--- src/design/ars_pkg.sv ---
// package: register map, field layout and reset values of the reference select bank
package ars_pkg;

  // special-function register pages and addresses
  localparam logic [3:0] ARS_PAGE_REF     = 4'h0;
  localparam logic [3:0] ARS_PAGE_OFFSET  = 4'hF;
  localparam logic [7:0] ARS_ADDR_REFCTL  = 8'hD1;
  localparam logic [7:0] ARS_ADDR_OFF_HI  = 8'h8E;
  localparam logic [7:0] ARS_ADDR_OFF_LO  = 8'h8D;

  // reference_control field positions
  localparam int ARS_GND_BIT    = 5;
  localparam int ARS_REFSEL_MSB = 4;
  localparam int ARS_REFSEL_LSB = 3;
  localparam int ARS_SENSE_BIT  = 2;

  // reference_control reset value and writable mask
  localparam logic [7:0] ARS_REFCTL_RESET = 8'h18;
  localparam logic [7:0] ARS_REFCTL_MASK  = 8'h3C;

  // production offset default; arbitrary, actual part contents are strapped in
  localparam logic [9:0] ARS_OFFSET_DEFAULT = 10'h000;

  // converter reference sources
  typedef enum logic [1:0] {
    ARS_REF_EXT_PIN = 2'h0,
    ARS_REF_SUPPLY  = 2'h1,
    ARS_REF_DIG_REG = 2'h2,
    ARS_REF_HS_INT  = 2'h3
  } ars_ref_type;

  // converter ground sources
  typedef enum logic {
    ARS_GND_CHIP   = 1'b0,
    ARS_GND_ANALOG = 1'b1
  } ars_gnd_type;

  // converter phases
  typedef enum logic [2:0] {
    ARS_PH_IDLE   = 3'b001,
    ARS_PH_SAMPLE = 3'b010,
    ARS_PH_CONV   = 3'b100
  } ars_phase_type;

endpackage : ars_pkg

--- src/design/ars_ground_mux.sv ---
// ground select decision for the converter, per phase
`timescale 1ns/100ps
`default_nettype none
module ars_ground_mux
  import ars_pkg::*;
(
  // settings
  input  wire logic        ground_select,
  input  wire logic [1:0]  reference_select,
  // converter status
  input  wire logic        sample_phase,
  input  wire logic        conv_phase,
  input  wire logic        sensor_is_input,
  // decision
  output logic             gnd_analog
);

  always_comb begin
    gnd_analog = ground_select; // RQ5
    if (sample_phase && sensor_is_input) begin
      gnd_analog = ARS_GND_CHIP; // RQ6
    end
    if (conv_phase && (reference_select == ARS_REF_HS_INT)) begin
      gnd_analog = ARS_GND_CHIP; // RQ7
    end
  end

endmodule : ars_ground_mux
`default_nettype wire

--- src/design/ars_regs.sv ---
// reference select and temperature offset register bank
//
// Functional notes
// [RQ1] reference_select bits 4:3 pick external pin, supply, regulator or fast reference.
// [RQ2] ground_select bit 5 picks device ground at 0 and the analog ground pin at 1.
// [RQ3] sensor_enable bit 2 turns the temperature sensor on at 1 and off at 0.
// [RQ4] with select 11 the fast internal reference powers up only while the converter needs it.
// [RQ5] analog ground selected applies to both sampling and conversion.
// [RQ6] sampling the temperature sensor always uses chip ground.
// [RQ7] converting with the fast internal reference always uses chip ground.
// [RQ8] the 10-bit offset reads as bits 9:2 in the high register and 1:0 in low bits 7:6.
// [RQ9] low offset bits 5:0 read zero and ignore writes.
// [RQ10] control bits 7:6 and 1:0 read zero and ignore writes.
// [RQ11] the control register decodes on page 0x0 address 0xD1.
// [RQ12] the offset registers decode on page 0xF at 0x8E high and 0x8D low.
// [RQ13] the offset holds the production sensor result taken with the fast internal reference.
// [RQ14] the control bits drive their analog outputs and hold until write or reset.
`timescale 1ns/100ps
`default_nettype none
module ars_regs
  import ars_pkg::*;
(
  // clock and reset
  input  wire logic        clk,
  input  wire logic        arst_n,
  // special-function register bus
  input  wire logic [3:0]  sfr_page,
  input  wire logic [7:0]  sfr_addr,
  input  wire logic        sfr_wr,
  input  wire logic        sfr_rd,
  input  wire logic [7:0]  sfr_wdata,
  output logic      [7:0]  sfr_rdata,
  output logic             sfr_hit,
  // production offset value from trim storage
  input  wire logic [9:0]  trim_offset,
  // converter status
  input  wire logic        conv_need_ref,
  input  wire logic        conv_sampling,
  input  wire logic        conv_converting,
  input  wire logic        conv_sensor_input,
  // analog controls
  output logic      [1:0]  reference_select,
  output logic             ground_select,
  output logic             sensor_enable,
  output logic             hs_ref_power,
  output logic             gnd_analog
);

  ////////////////////////////////////////////////////////////////////////////
  // decode

  function automatic logic hit(input logic [3:0] pg, input logic [7:0] ad,
                               input logic [3:0] wp, input logic [7:0] wa);
    hit = (pg == wp) && (ad == wa);
  endfunction : hit

  // one select per register; page and address never match two at once
  logic       sel_ctl;
  logic       sel_hi;
  logic       sel_lo;
  logic       wr_ctl;
  logic [2:0] rd_sel;
  logic [1:0] ref_sel;

  assign sel_ctl = hit(sfr_page, sfr_addr, ARS_PAGE_REF, ARS_ADDR_REFCTL); // RQ11
  assign sel_hi  = hit(sfr_page, sfr_addr, ARS_PAGE_OFFSET, ARS_ADDR_OFF_HI); // RQ12
  assign sel_lo  = hit(sfr_page, sfr_addr, ARS_PAGE_OFFSET, ARS_ADDR_OFF_LO); // RQ12
  assign wr_ctl  = sfr_wr && sel_ctl;
  assign rd_sel  = sfr_rd ? {sel_ctl, sel_hi, sel_lo} : 3'h0;

  ////////////////////////////////////////////////////////////////////////////
  // control register

  logic [7:0] refctl_r;
  logic [7:0] refctl_nxt;

  // unused bits masked on the way in, so they can never be set or read back
  always_comb begin
    refctl_nxt = refctl_r;
    if (wr_ctl) begin
      refctl_nxt = sfr_wdata & ARS_REFCTL_MASK; // RQ10 RQ14
    end
  end

  always_ff @(posedge clk or negedge arst_n) begin
    if (!arst_n) begin
      refctl_r <= ARS_REFCTL_RESET;
    end else begin
      refctl_r <= refctl_nxt;
    end
  end

  assign ref_sel = refctl_r[ARS_REFSEL_MSB:ARS_REFSEL_LSB];

  ////////////////////////////////////////////////////////////////////////////
  // production offset

  logic [9:0] offset_r;
  logic [9:0] offset_nxt;
  logic       offset_loaded_r;
  logic       offset_loaded_nxt;

  // trim captured once after reset release; a reset flop may not take a port value
  always_comb begin
    offset_nxt        = offset_r;
    offset_loaded_nxt = 1'b1;
    if (!offset_loaded_r) begin
      offset_nxt = trim_offset; // RQ13
    end
  end

  always_ff @(posedge clk or negedge arst_n) begin
    if (!arst_n) begin
      offset_r        <= ARS_OFFSET_DEFAULT;
      offset_loaded_r <= 1'b0;
    end else begin
      offset_r        <= offset_nxt;
      offset_loaded_r <= offset_loaded_nxt;
    end
  end

  ////////////////////////////////////////////////////////////////////////////
  // read port

  logic [7:0] rdata_r;
  logic [7:0] rdata_nxt;
  logic       hit_r;
  logic       hit_nxt;

  // data drops back to zero between reads, so a stale byte never shows
  always_comb begin
    rdata_nxt = 8'h00;
    hit_nxt   = 1'b0;
    case (rd_sel)
      3'b100: begin
        rdata_nxt = refctl_r & ARS_REFCTL_MASK; // RQ10
        hit_nxt   = 1'b1;
      end
      3'b010: begin
        rdata_nxt = offset_r[9:2]; // RQ8
        hit_nxt   = 1'b1;
      end
      3'b001: begin
        rdata_nxt = {offset_r[1:0], 6'h00}; // RQ8 RQ9
        hit_nxt   = 1'b1;
      end
      default: begin
        rdata_nxt = 8'h00;
        hit_nxt   = 1'b0;
      end
    endcase
  end

  always_ff @(posedge clk or negedge arst_n) begin
    if (!arst_n) begin
      rdata_r <= 8'h00;
      hit_r   <= 1'b0;
    end else begin
      rdata_r <= rdata_nxt;
      hit_r   <= hit_nxt;
    end
  end

  ////////////////////////////////////////////////////////////////////////////
  // fast reference power

  logic       hs_pwr_r;
  logic       hs_pwr_nxt;

  // powered only when selected and the converter asks; registered, so it
  // trails the request by one cycle and the converter must allow for that
  always_comb begin
    hs_pwr_nxt = (ref_sel == ARS_REF_HS_INT) && conv_need_ref; // RQ4
  end

  always_ff @(posedge clk or negedge arst_n) begin
    if (!arst_n) begin
      hs_pwr_r <= 1'b0;
    end else begin
      hs_pwr_r <= hs_pwr_nxt;
    end
  end

  ////////////////////////////////////////////////////////////////////////////
  // ground reference

  logic       gnd_r;
  logic       gnd_nxt;
  logic       gnd_comb;

  // both overrides sit in the mux, so the phase rules are decided in one place
  ars_ground_mux u_gnd (
    .ground_select    (refctl_r[ARS_GND_BIT]),
    .reference_select (ref_sel),
    .sample_phase     (conv_sampling),
    .conv_phase       (conv_converting),
    .sensor_is_input  (conv_sensor_input),
    .gnd_analog       (gnd_comb)
  );

  always_comb begin
    gnd_nxt = gnd_comb; // RQ5 RQ6 RQ7
  end

  always_ff @(posedge clk or negedge arst_n) begin
    if (!arst_n) begin
      gnd_r <= 1'b0;
    end else begin
      gnd_r <= gnd_nxt;
    end
  end

  ////////////////////////////////////////////////////////////////////////////
  // outputs

  // every pin comes from a flop, so no decode glitch reaches the analog side
  assign reference_select = ref_sel; // RQ1
  assign ground_select    = refctl_r[ARS_GND_BIT]; // RQ2
  assign sensor_enable    = refctl_r[ARS_SENSE_BIT]; // RQ3
  assign hs_ref_power     = hs_pwr_r;
  assign gnd_analog       = gnd_r;
  assign sfr_rdata        = rdata_r;
  assign sfr_hit          = hit_r;

endmodule : ars_regs
`default_nettype wire

--- config.mk ---
export PLATFORM = sky130hd
export DESIGN_NAME = ars_regs
export DESIGN_NICKNAME = d
export VERILOG_FILES = /design/src/design/ars_pkg.sv /design/src/design/ars_ground_mux.sv /design/src/design/ars_regs.sv
export SDC_FILE = /design/constraint.sdc
export NUM_CORES = 1
export LEC_CHECK = 0
export BUFFER_PORTS_ARGS = -buffer_cell sky130_fd_sc_hd__clkbuf_2
export CORE_UTILIZATION = 38
export DETAILED_ROUTE_END_ITERATION = 16
export PLACE_DENSITY = 0.69
export SKIP_LAST_GASP = 1
export SLEW_MARGIN = 25
export SYNTH_ARGS = -nofsm -noshare
export SYNTH_HDL_FRONTEND = slang
export SYNTH_SLANG_ARGS = --single-unit
--- constraint.sdc ---
create_clock -name clk -period 1.48 [get_ports clk]
set_input_delay 0 -clock clk [delete_from_list [all_inputs] [get_ports clk]]
set_output_delay 0 -clock clk [all_outputs]
set_load 0.03 [all_outputs]
==> results of run 1 <==
==> layout by cell type, fill, tap and decap left out <==
master / instances
nand2_1: 2
clkbuf_4: 3
a22oi_1: 2
mux2_2: 14
and4_1: 1
nand4b_1: 1
nand4_1: 2
a31oi_1: 1
dlygate4sd3_1: 18
dfrtp_1: 24
or3b_4: 1
nor4_2: 1
nor3_4: 1
clkbuf_2: 48
nor2b_1: 4
and4bb_2: 2
a21o_2: 1
dfstp_2: 2
clkbuf_8: 1
a32o_1: 4
conb_1: 1
and3_1: 3
or2_2: 1
==> area by class of cell <==
class,count,share of cell area
clock buffer,4,0.0237
multi-input combinational,42,0.251
sequential,26,0.426
tap,30,0.0245
timing repair buffer,66,0.275
==> kinds of logic (layout without fill, tap and decap cells) <==
group / Yosys count / count (layout) / share of synthesized area
buf+inv: 2 / 70 / 0.00837
other cells: 1 / 1 / 0.00359
simple gates: 19 / 19 / 0.146
mux: 14 / 14 / 0.151
flops: 26 / 26 / 0.624
compound gates: 8 / 8 / 0.0670
==> worst max-delay path: stages (launching register included) <==
cell and delay [ps]:
dfstp_2 590, a31oi_1 90, dlygate4sd3_1 560
==> power groups by stage <==
stage / Sequential, W / Clock, W / Combinational [W]
2_1_floorplan: 0.000764 / 0 / 0.0000530
6_report: 0.000759 / 0.000352 / 0.000152
3_3_place_gp: 0.000770 / 0 / 0.000111
4_1_cts: 0.000759 / 0.000366 / 0.000152
5_1_grt: 0.000763 / 0.000393 / 0.000167
3_5_place_dp: 0.000773 / 0 / 0.000117
==> final timing paths <==
path                              from            to  slack (ps)  cells past startpoint
max in group asynchronous       arst_n  sfr_rdata[1]         850                      2
max                        refctl_r[4]    gnd_analog         140                      2
min reg2reg                offset_r[2]   offset_r[2]         510                      1
min                        sfr_addr[1]  sfr_rdata[7]          70                      4
max reg2reg                refctl_r[4]    gnd_analog         140                      2
min in group asynchronous       arst_n   refctl_r[5]         220                      2
==> layer usage <==
metal	track usage	vias to the layer above	wire length, um
met3	0.0278	4	156
met4	0.0983	0	38
li1	-	398	-
met5	0	-	0
met2	0.291	39	1220
met1	0.198	401	909
==> sequential cells by signal, summed over array words and instances, names as in the netlist <==
name	cells
sfr_rdata	8
hs_ref_power	1
offset_r	10
refctl_r	4
gnd_analog	1
sfr_hit	1
offset_loaded_r	1
==> stage by stage <==
stage                util  cell area [um^2]  power [W]
floorplan               -              1050   0.000817
global placement    0.517              1320   0.000881
detailed placement  0.517              1320   0.000890
CTS                 0.602              1530    0.00128
global route        0.602              1530    0.00132
finish              0.602              1530    0.00126
==> results_dict.tcl, run 1 <==
set metrics [dict create \
    overflow 0 \
    multi_input_area_um2 384 \
    ys_seq_area_frac 0.624 \
    nFillCells 207 \
    hold_violations 0 \
    fin_tns_setup_ps 0 \
    post-place-ws_ps 323 \
    dp.cells 146 \
    power_switching_w 0.000277 \
    crit_path_start_kind "flop" \
    drt_first_pass_iters 5 \
    core_um2 2540 \
    syn_inst 70 \
    min_path_type "input pin to flop" \
    irDropWorstVdd_uv 580 \
    synth_commonest_cells "dfrtp_1, mux2_2, a32o_1, nor2b_1, and3_1" \
    antenna_found_initial 0 \
    cts_buffer_depth 2 \
    worst_slew_pin_slew_ps 643 \
    vias 842 \
    period_minus_slack_ps 1340 \
    clk_latency_ps 310 \
    io_buffers 48 \
    yosysMostFrequentCell "dfrtp_1" \
    fin_crit_sh 0.903 \
    ys_warn_count 0 \
    grt_pass1_vias 769 \
    worst_slack_ps 144 \
    async_reset_ff_frac 1.00 \
    cts_resized 0 \
    htreeDepth 1 \
    gp_congestion 0.665 \
    setup_violations 0 \
    holdBufCountCts 18 \
    nets 177 \
    p_leak_nw 0.786 \
    rsz0062_at_grt "no" \
    crit_type "flop to flop" \
    ys_ff_latch 26 \
    cp-end-kind "flop" \
    cp.required_ps 1690 \
    clk_pin_slew_ps 140 \
    fin_worst_skew_ps 3.57 \
    maxSlewHeadroom 0.571 \
    ios 53 \
    combinationalPowerShare 0.120 \
    initial_core_util 0.411 \
    avgSynthCellArea_um2 14.9 \
    synth_nets 108 \
    synth_edf_count 0 \
    run_status "completed" \
    drc_errors 0 \
    drv_cap 0 \
    die-area_um2 2970 \
    yosysTopAreaCell "dfrtp_1" \
    switching_share 0.219 \
    viasPerCell 5.01 \
    cts_made_buffers 3 \
    hold_slack_ps 66.8 \
    die_h_um 54.5 \
    postCtsSetupRepairBufs 0 \
    synthTopCellsByArea "dfrtp_1, mux2_2, dfstp_2, a32o_1, and4bb_2" \
    clock-sinks 26 \
    crit_fanout 5 \
    pwr-share-clk 0.278 \
    maxSlewViolCount 0 \
    placementRows 18 \
    drt-total-wl_um 2320 \
    die_w_um 54.5 \
    ff_latch_area_um2 653 \
    drtIter0Drc 17 \
    area_growth_pct 46.4 \
    grt_max_degree 27 \
    max_freq_mhz 748 \
    p_seq_frac 0.601 \
    grt_pass1_wl_um 3370 \
    hpwlAfterDp_um 1530 \
    wl_per_cell_um 13.8 \
    yosysUniqueCellTypes 21 \
    grt_usage 0.169 \
    synth_ff_type "dfrtp_1" \
    syn_area_um2 1050 \
    cts-root-buf "clkbuf_4" \
    netlist.area_leader.share 0.574 \
    drive_gt1_frac 0.543 \
    power_density_nw_per_um2 825 \
    power.internal_w 0.000986 \
    final_cells 168 \
    cts_tree "yes" \
    diodes 0 \
    arrival_ps 1550 \
    antenna_left 0 \
]
Note: power is estimated with default switching activity, not from simulation.
==> inputs of run 2 (changes only) <==
--- a/config.mk
+++ b/config.mk
@@ -9,6 +9,7 @@
 export CORE_UTILIZATION = 38
 export DETAILED_ROUTE_END_ITERATION = 16
 export PLACE_DENSITY = 0.69
+export RECOVER_POWER = 50
 export SKIP_LAST_GASP = 1
 export SLEW_MARGIN = 25
 export SYNTH_ARGS = -nofsm -noshare
==> results_dict.tcl, run 2 (same netlist as run 1, synthesis figures left out) <==
set metrics [dict create \
    grt_busiest_layer "met2" \
    crit_type "input pin to flop" \
    io_buffers 48 \
    diodes 0 \
    area_growth_pct 45.1 \
    fin_crit_sh 0.905 \
    grt_pass1_wl_um 3370 \
    clock-sinks 26 \
    crit_fanout 9 \
    max_freq_mhz 746 \
    final_cell_mix "clkbuf_2, dfrtp_1, dlygate4sd3_1" \
    grt_max_degree 27 \
    ios 53 \
    largest_reg_flops 10 \
    maxSlewViolCount 0 \
    die-area_um2 2970 \
    antenna_found_initial 0 \
    min_path_type "input pin to flop" \
    p_leak_nw 0.772 \
    hold_violations 0 \
    arrival_ps 1600 \
    setup_violations 0 \
    grt_use_met2 0.291 \
    crit_path_start_kind "input pin" \
    vias 843 \
    cts_buffer_depth 2 \
    initial_core_util 0.411 \
    multi_input_area_um2 370 \
    wl_per_cell_um 13.8 \
    htreeDepth 1 \
    worst_slew_pin_slew_ps 940 \
    post-place-ws_ps 323 \
    top_register "offset_r" \
    ff_latch_area_um2 653 \
    drt-total-wl_um 2320 \
    nFillCells 207 \
    drc_errors 0 \
    core_um2 2540 \
    grt_use_met1 0.198 \
    die_h_um 54.5 \
    grt_pass1_vias 769 \
    clk_pin_slew_ps 130 \
    drtIter0Drc 17 \
    cts_made_buffers 3 \
    fin_worst_skew_ps 2.81 \
    gr-usage-met3 0.0278 \
    postCtsSetupRepairBufs 0 \
    cts_tree "yes" \
    nets 177 \
    fin_util 0.596 \
    final_common_cell "clkbuf_2" \
    gp_congestion 0.665 \
    worst_slack_ps 140 \
    overflow 0 \
    cts-root-buf "clkbuf_4" \
    viasPerCell 5.02 \
    cp.required_ps 1740 \
    antenna_left 0 \
    run_status "completed" \
    irDropWorstVdd_uv 578 \
    die_w_um 54.5 \
    fin_tns_setup_ps 0 \
    cp-end-kind "flop" \
    placementRows 18 \
    grt_usage 0.169 \
    power_density_nw_per_um2 830 \
    period_minus_slack_ps 1340 \
    hpwlAfterDp_um 1530 \
    rsz0062_at_grt "no" \
    drv_cap 0 \
    drt_first_pass_iters 5 \
    drive_gt1_frac 0.536 \
    clk_latency_ps 310 \
    maxSlewHeadroom 0.369 \
]
run 2: path summary, 6_finish.rpt:
path	start	to	slack, ps	cells past startpoint
setup / recovery	sfr_addr[4]	sfr_rdata[2]	140	4
hold / removal	sfr_addr[1]	sfr_rdata[7]	70	4
setup reg to reg	refctl_r[4]	gnd_analog	140	2
hold reg to reg	offset_r[2]	offset_r[2]	510	1
max in group asynchronous	arst_n	sfr_rdata[1]	860	2
min in group asynchronous	arst_n	refctl_r[5]	210	2
run 2: cell type report:
type / instances / share of cell area
Tap cell: 30 / 0.0247
Timing Repair Buffer: 66 / 0.277
Multi-Input combinational cell: 42 / 0.244
Clock buffer: 4 / 0.0239
Sequential cell: 26 / 0.430
run 2: power breakdown:
group	switching, W	internal, W	leakage, nW
clock network	0.000201	0.000150	0.0210
logic	0.0000544	0.0000950	0.420
registers	0.0000196	0.000740	0.330
run 2: metal layers:
layer / part of all wire / up-vias / wire (um)
met3: 0.058 / 4 / 135
met1: 0.40 / 407 / 933
met2: 0.52 / 35 / 1220
met5: 0 / - / 0
met4: 0.016 / 0 / 38
li1: - / 397 / -
run 2: metrics by stage:
step / instances / cell area, um^2 / power [W] / hold WS [ps]
6_report: 168 / 1520 / 0.00126 / 67.7
3_5_place_dp: 146 / 1320 / 0.000890 / 52.1
3_3_place_gp: 146 / 1320 / 0.000881 / 37.6
2_1_floorplan: 70 / 1050 / 0.000817 / -296
5_1_grt: 168 / 1520 / 0.00132 / 57.0
4_1_cts: 168 / 1530 / 0.00128 / 50.2
run 2: what timing repair did:
action,CTS,global route
hold buffers,18,0
resized for setup,0,0
hold endpoints to repair,40,0
run 2: critical path, stage by stage:
cell and delay, ps:
clkbuf_2 90, or3b_2 450, nor3_1 770, a32o_1 290
==> inputs of run 3 (changes only) <==
--- a/config.mk
+++ b/config.mk
@@ -7,6 +7,7 @@
 export LEC_CHECK = 0
 export BUFFER_PORTS_ARGS = -buffer_cell sky130_fd_sc_hd__clkbuf_2
 export CORE_UTILIZATION = 38
+export CTS_BUF_LIST = sky130_fd_sc_hd__clkbuf_8
 export DETAILED_ROUTE_END_ITERATION = 16
 export PLACE_DENSITY = 0.69
 export RECOVER_POWER = 50
==> results_dict.tcl, run 3 (same netlist as run 1, synthesis figures left out) <==
set metrics [dict create \
    rsz0062_at_grt "no" \
    power.internal_w 0.00107 \
    multi_input_area_um2 384 \
    placementRows 18 \
    crit_path_start_kind "flop" \
    drv_cap 0 \
    final_cells 168 \
    core_um2 2540 \
    fin_crit_sh 0.903 \
    area_growth_pct 47.5 \
    pwr-share-clk 0.328 \
    antenna_left 0 \
    fin_util 0.606 \
    drt-total-wl_um 2300 \
    min_path_type "input pin to flop" \
    top_register "offset_r" \
    reg2reg_depth 2 \
    period_minus_slack_ps 1340 \
    p_leak_nw 0.773 \
    hold_violations 0 \
    final_cell_mix "clkbuf_2, dfrtp_1, dlygate4sd3_1" \
    grt_pass1_wl_um 3390 \
    cp-end-kind "flop" \
    cts-root-buf "clkbuf_8" \
    vias 827 \
    hpwlAfterDp_um 1530 \
    combinationalPowerShare 0.112 \
    power_density_nw_per_um2 877 \
    finalInstanceArea_um2 1540 \
    grt_usage 0.168 \
    dp.cells 146 \
    fin_worst_skew_ps 1.06 \
    setup_violations 0 \
    drt_first_pass_iters 5 \
    drtIter0Drc 23 \
    largest_reg_flops 10 \
    maxSlewHeadroom 0.570 \
    io_buffers 48 \
    drc_errors 0 \
    htreeDepth 1 \
    dpl-instance-area_um2 1320 \
    overflow 0 \
    finalPower_w 0.00135 \
    die-area_um2 2970 \
    viasPerCell 4.92 \
    max_freq_mhz 748 \
    ios 53 \
    worst_slew_pin_slew_ps 644 \
    antenna_found_initial 0 \
    grt_max_degree 27 \
    run_status "completed" \
    postCtsSetupRepairBufs 0 \
    crit_type "flop to flop" \
    nets 177 \
    cp.required_ps 1630 \
    crit_fanout 5 \
    timing.rr.end "gnd_analog" \
    p_seq_frac 0.560 \
    ff_latch_area_um2 653 \
    final_common_cell "clkbuf_2" \
    gp_congestion 0.665 \
    cts_tree "yes" \
    maxSlewViolCount 0 \
    initial_core_util 0.411 \
    cts_made_buffers 3 \
    die_w_um 54.5 \
    power_switching_w 0.000281 \
    arrival_ps 1480 \
    nFillCells 210 \
    diodes 0 \
    cts_buffer_depth 2 \
    whs_endpoint "sfr_rdata[7]" \
    clock-sinks 26 \
    die_h_um 54.5 \
    switching_share 0.208 \
    drive_gt1_frac 0.500 \
    irDropWorstVdd_uv 634 \
    r2r_start "refctl_r[4]" \
    wl_per_cell_um 13.7 \
    fin_tns_setup_ps 0 \
    min_from "sfr_addr[1]" \
    clk_pin_slew_ps 90 \
    hold_depth 4 \
    clk_latency_ps 260 \
    r2r_slack_ps 140 \
    grt_pass1_vias 773 \
]
-- run 3: cell type report --
cell class | instances | area share
flip-flops and latches | 26 | 0.423
repair buffers | 66 | 0.268
multi-input cells | 42 | 0.249
clock buffers | 4 | 0.0357
well taps | 30 | 0.0243
-- run 3: power groups by stage --
stage | Sequential [W] | Clock (W) | Combinational, W
final | 0.000758 | 0.000444 | 0.000152
after CTS | 0.000759 | 0.000461 | 0.000152
after floorplan | 0.000764 | 0 | 0.0000530
after global placement | 0.000770 | 0 | 0.000111
after detailed placement | 0.000773 | 0 | 0.000117
after global routing | 0.000763 | 0.000489 | 0.000167
-- run 3: repair_timing --
item / 4_1_cts / 5_1_grt
hold buffers: 18 / 0
resized for setup: 0 / 0
endpoints found under the hold margin: 40 / 0
-- run 3: worst max-delay path by stage --
stage,cells after the start,to,slack (ps),start
after floorplan,2,offset_r[0],530,offset_loaded_r
after global placement,4,refctl_r[2],340,sfr_page[0]
after detailed placement,4,refctl_r[5],320,sfr_page[0]
after CTS,2,gnd_analog,180,refctl_r[4]
after global routing,2,gnd_analog,100,refctl_r[4]
final,2,gnd_analog,140,refctl_r[4]
-- run 3: critical path: stages, from the launching register on --
cell	delay [ps]
dfstp_2	570
a31oi_1	90
dlygate4sd3_1	560
-- run 3: stage by stage --
stage / setup WS, ps / hold slack (ps)
floorplan: 527 / -296
global placement: 340 / 37.6
detailed placement: 323 / 52.1
CTS: 176 / 119
global route: 95.3 / 136
finish: 143 / 128
-- run 3: metal layers --
layer | up-vias | part of all wire | routed length (um) | GRT usage
li1 | 397 | - | - | -
met1 | 385 | 0.41 | 939 | 0.211
met2 | 41 | 0.51 | 1170 | 0.283
met5 | - | 0 | 0 | 0
met4 | 0 | 0.015 | 35 | 0.0726
met3 | 4 | 0.064 | 148 | 0.0306
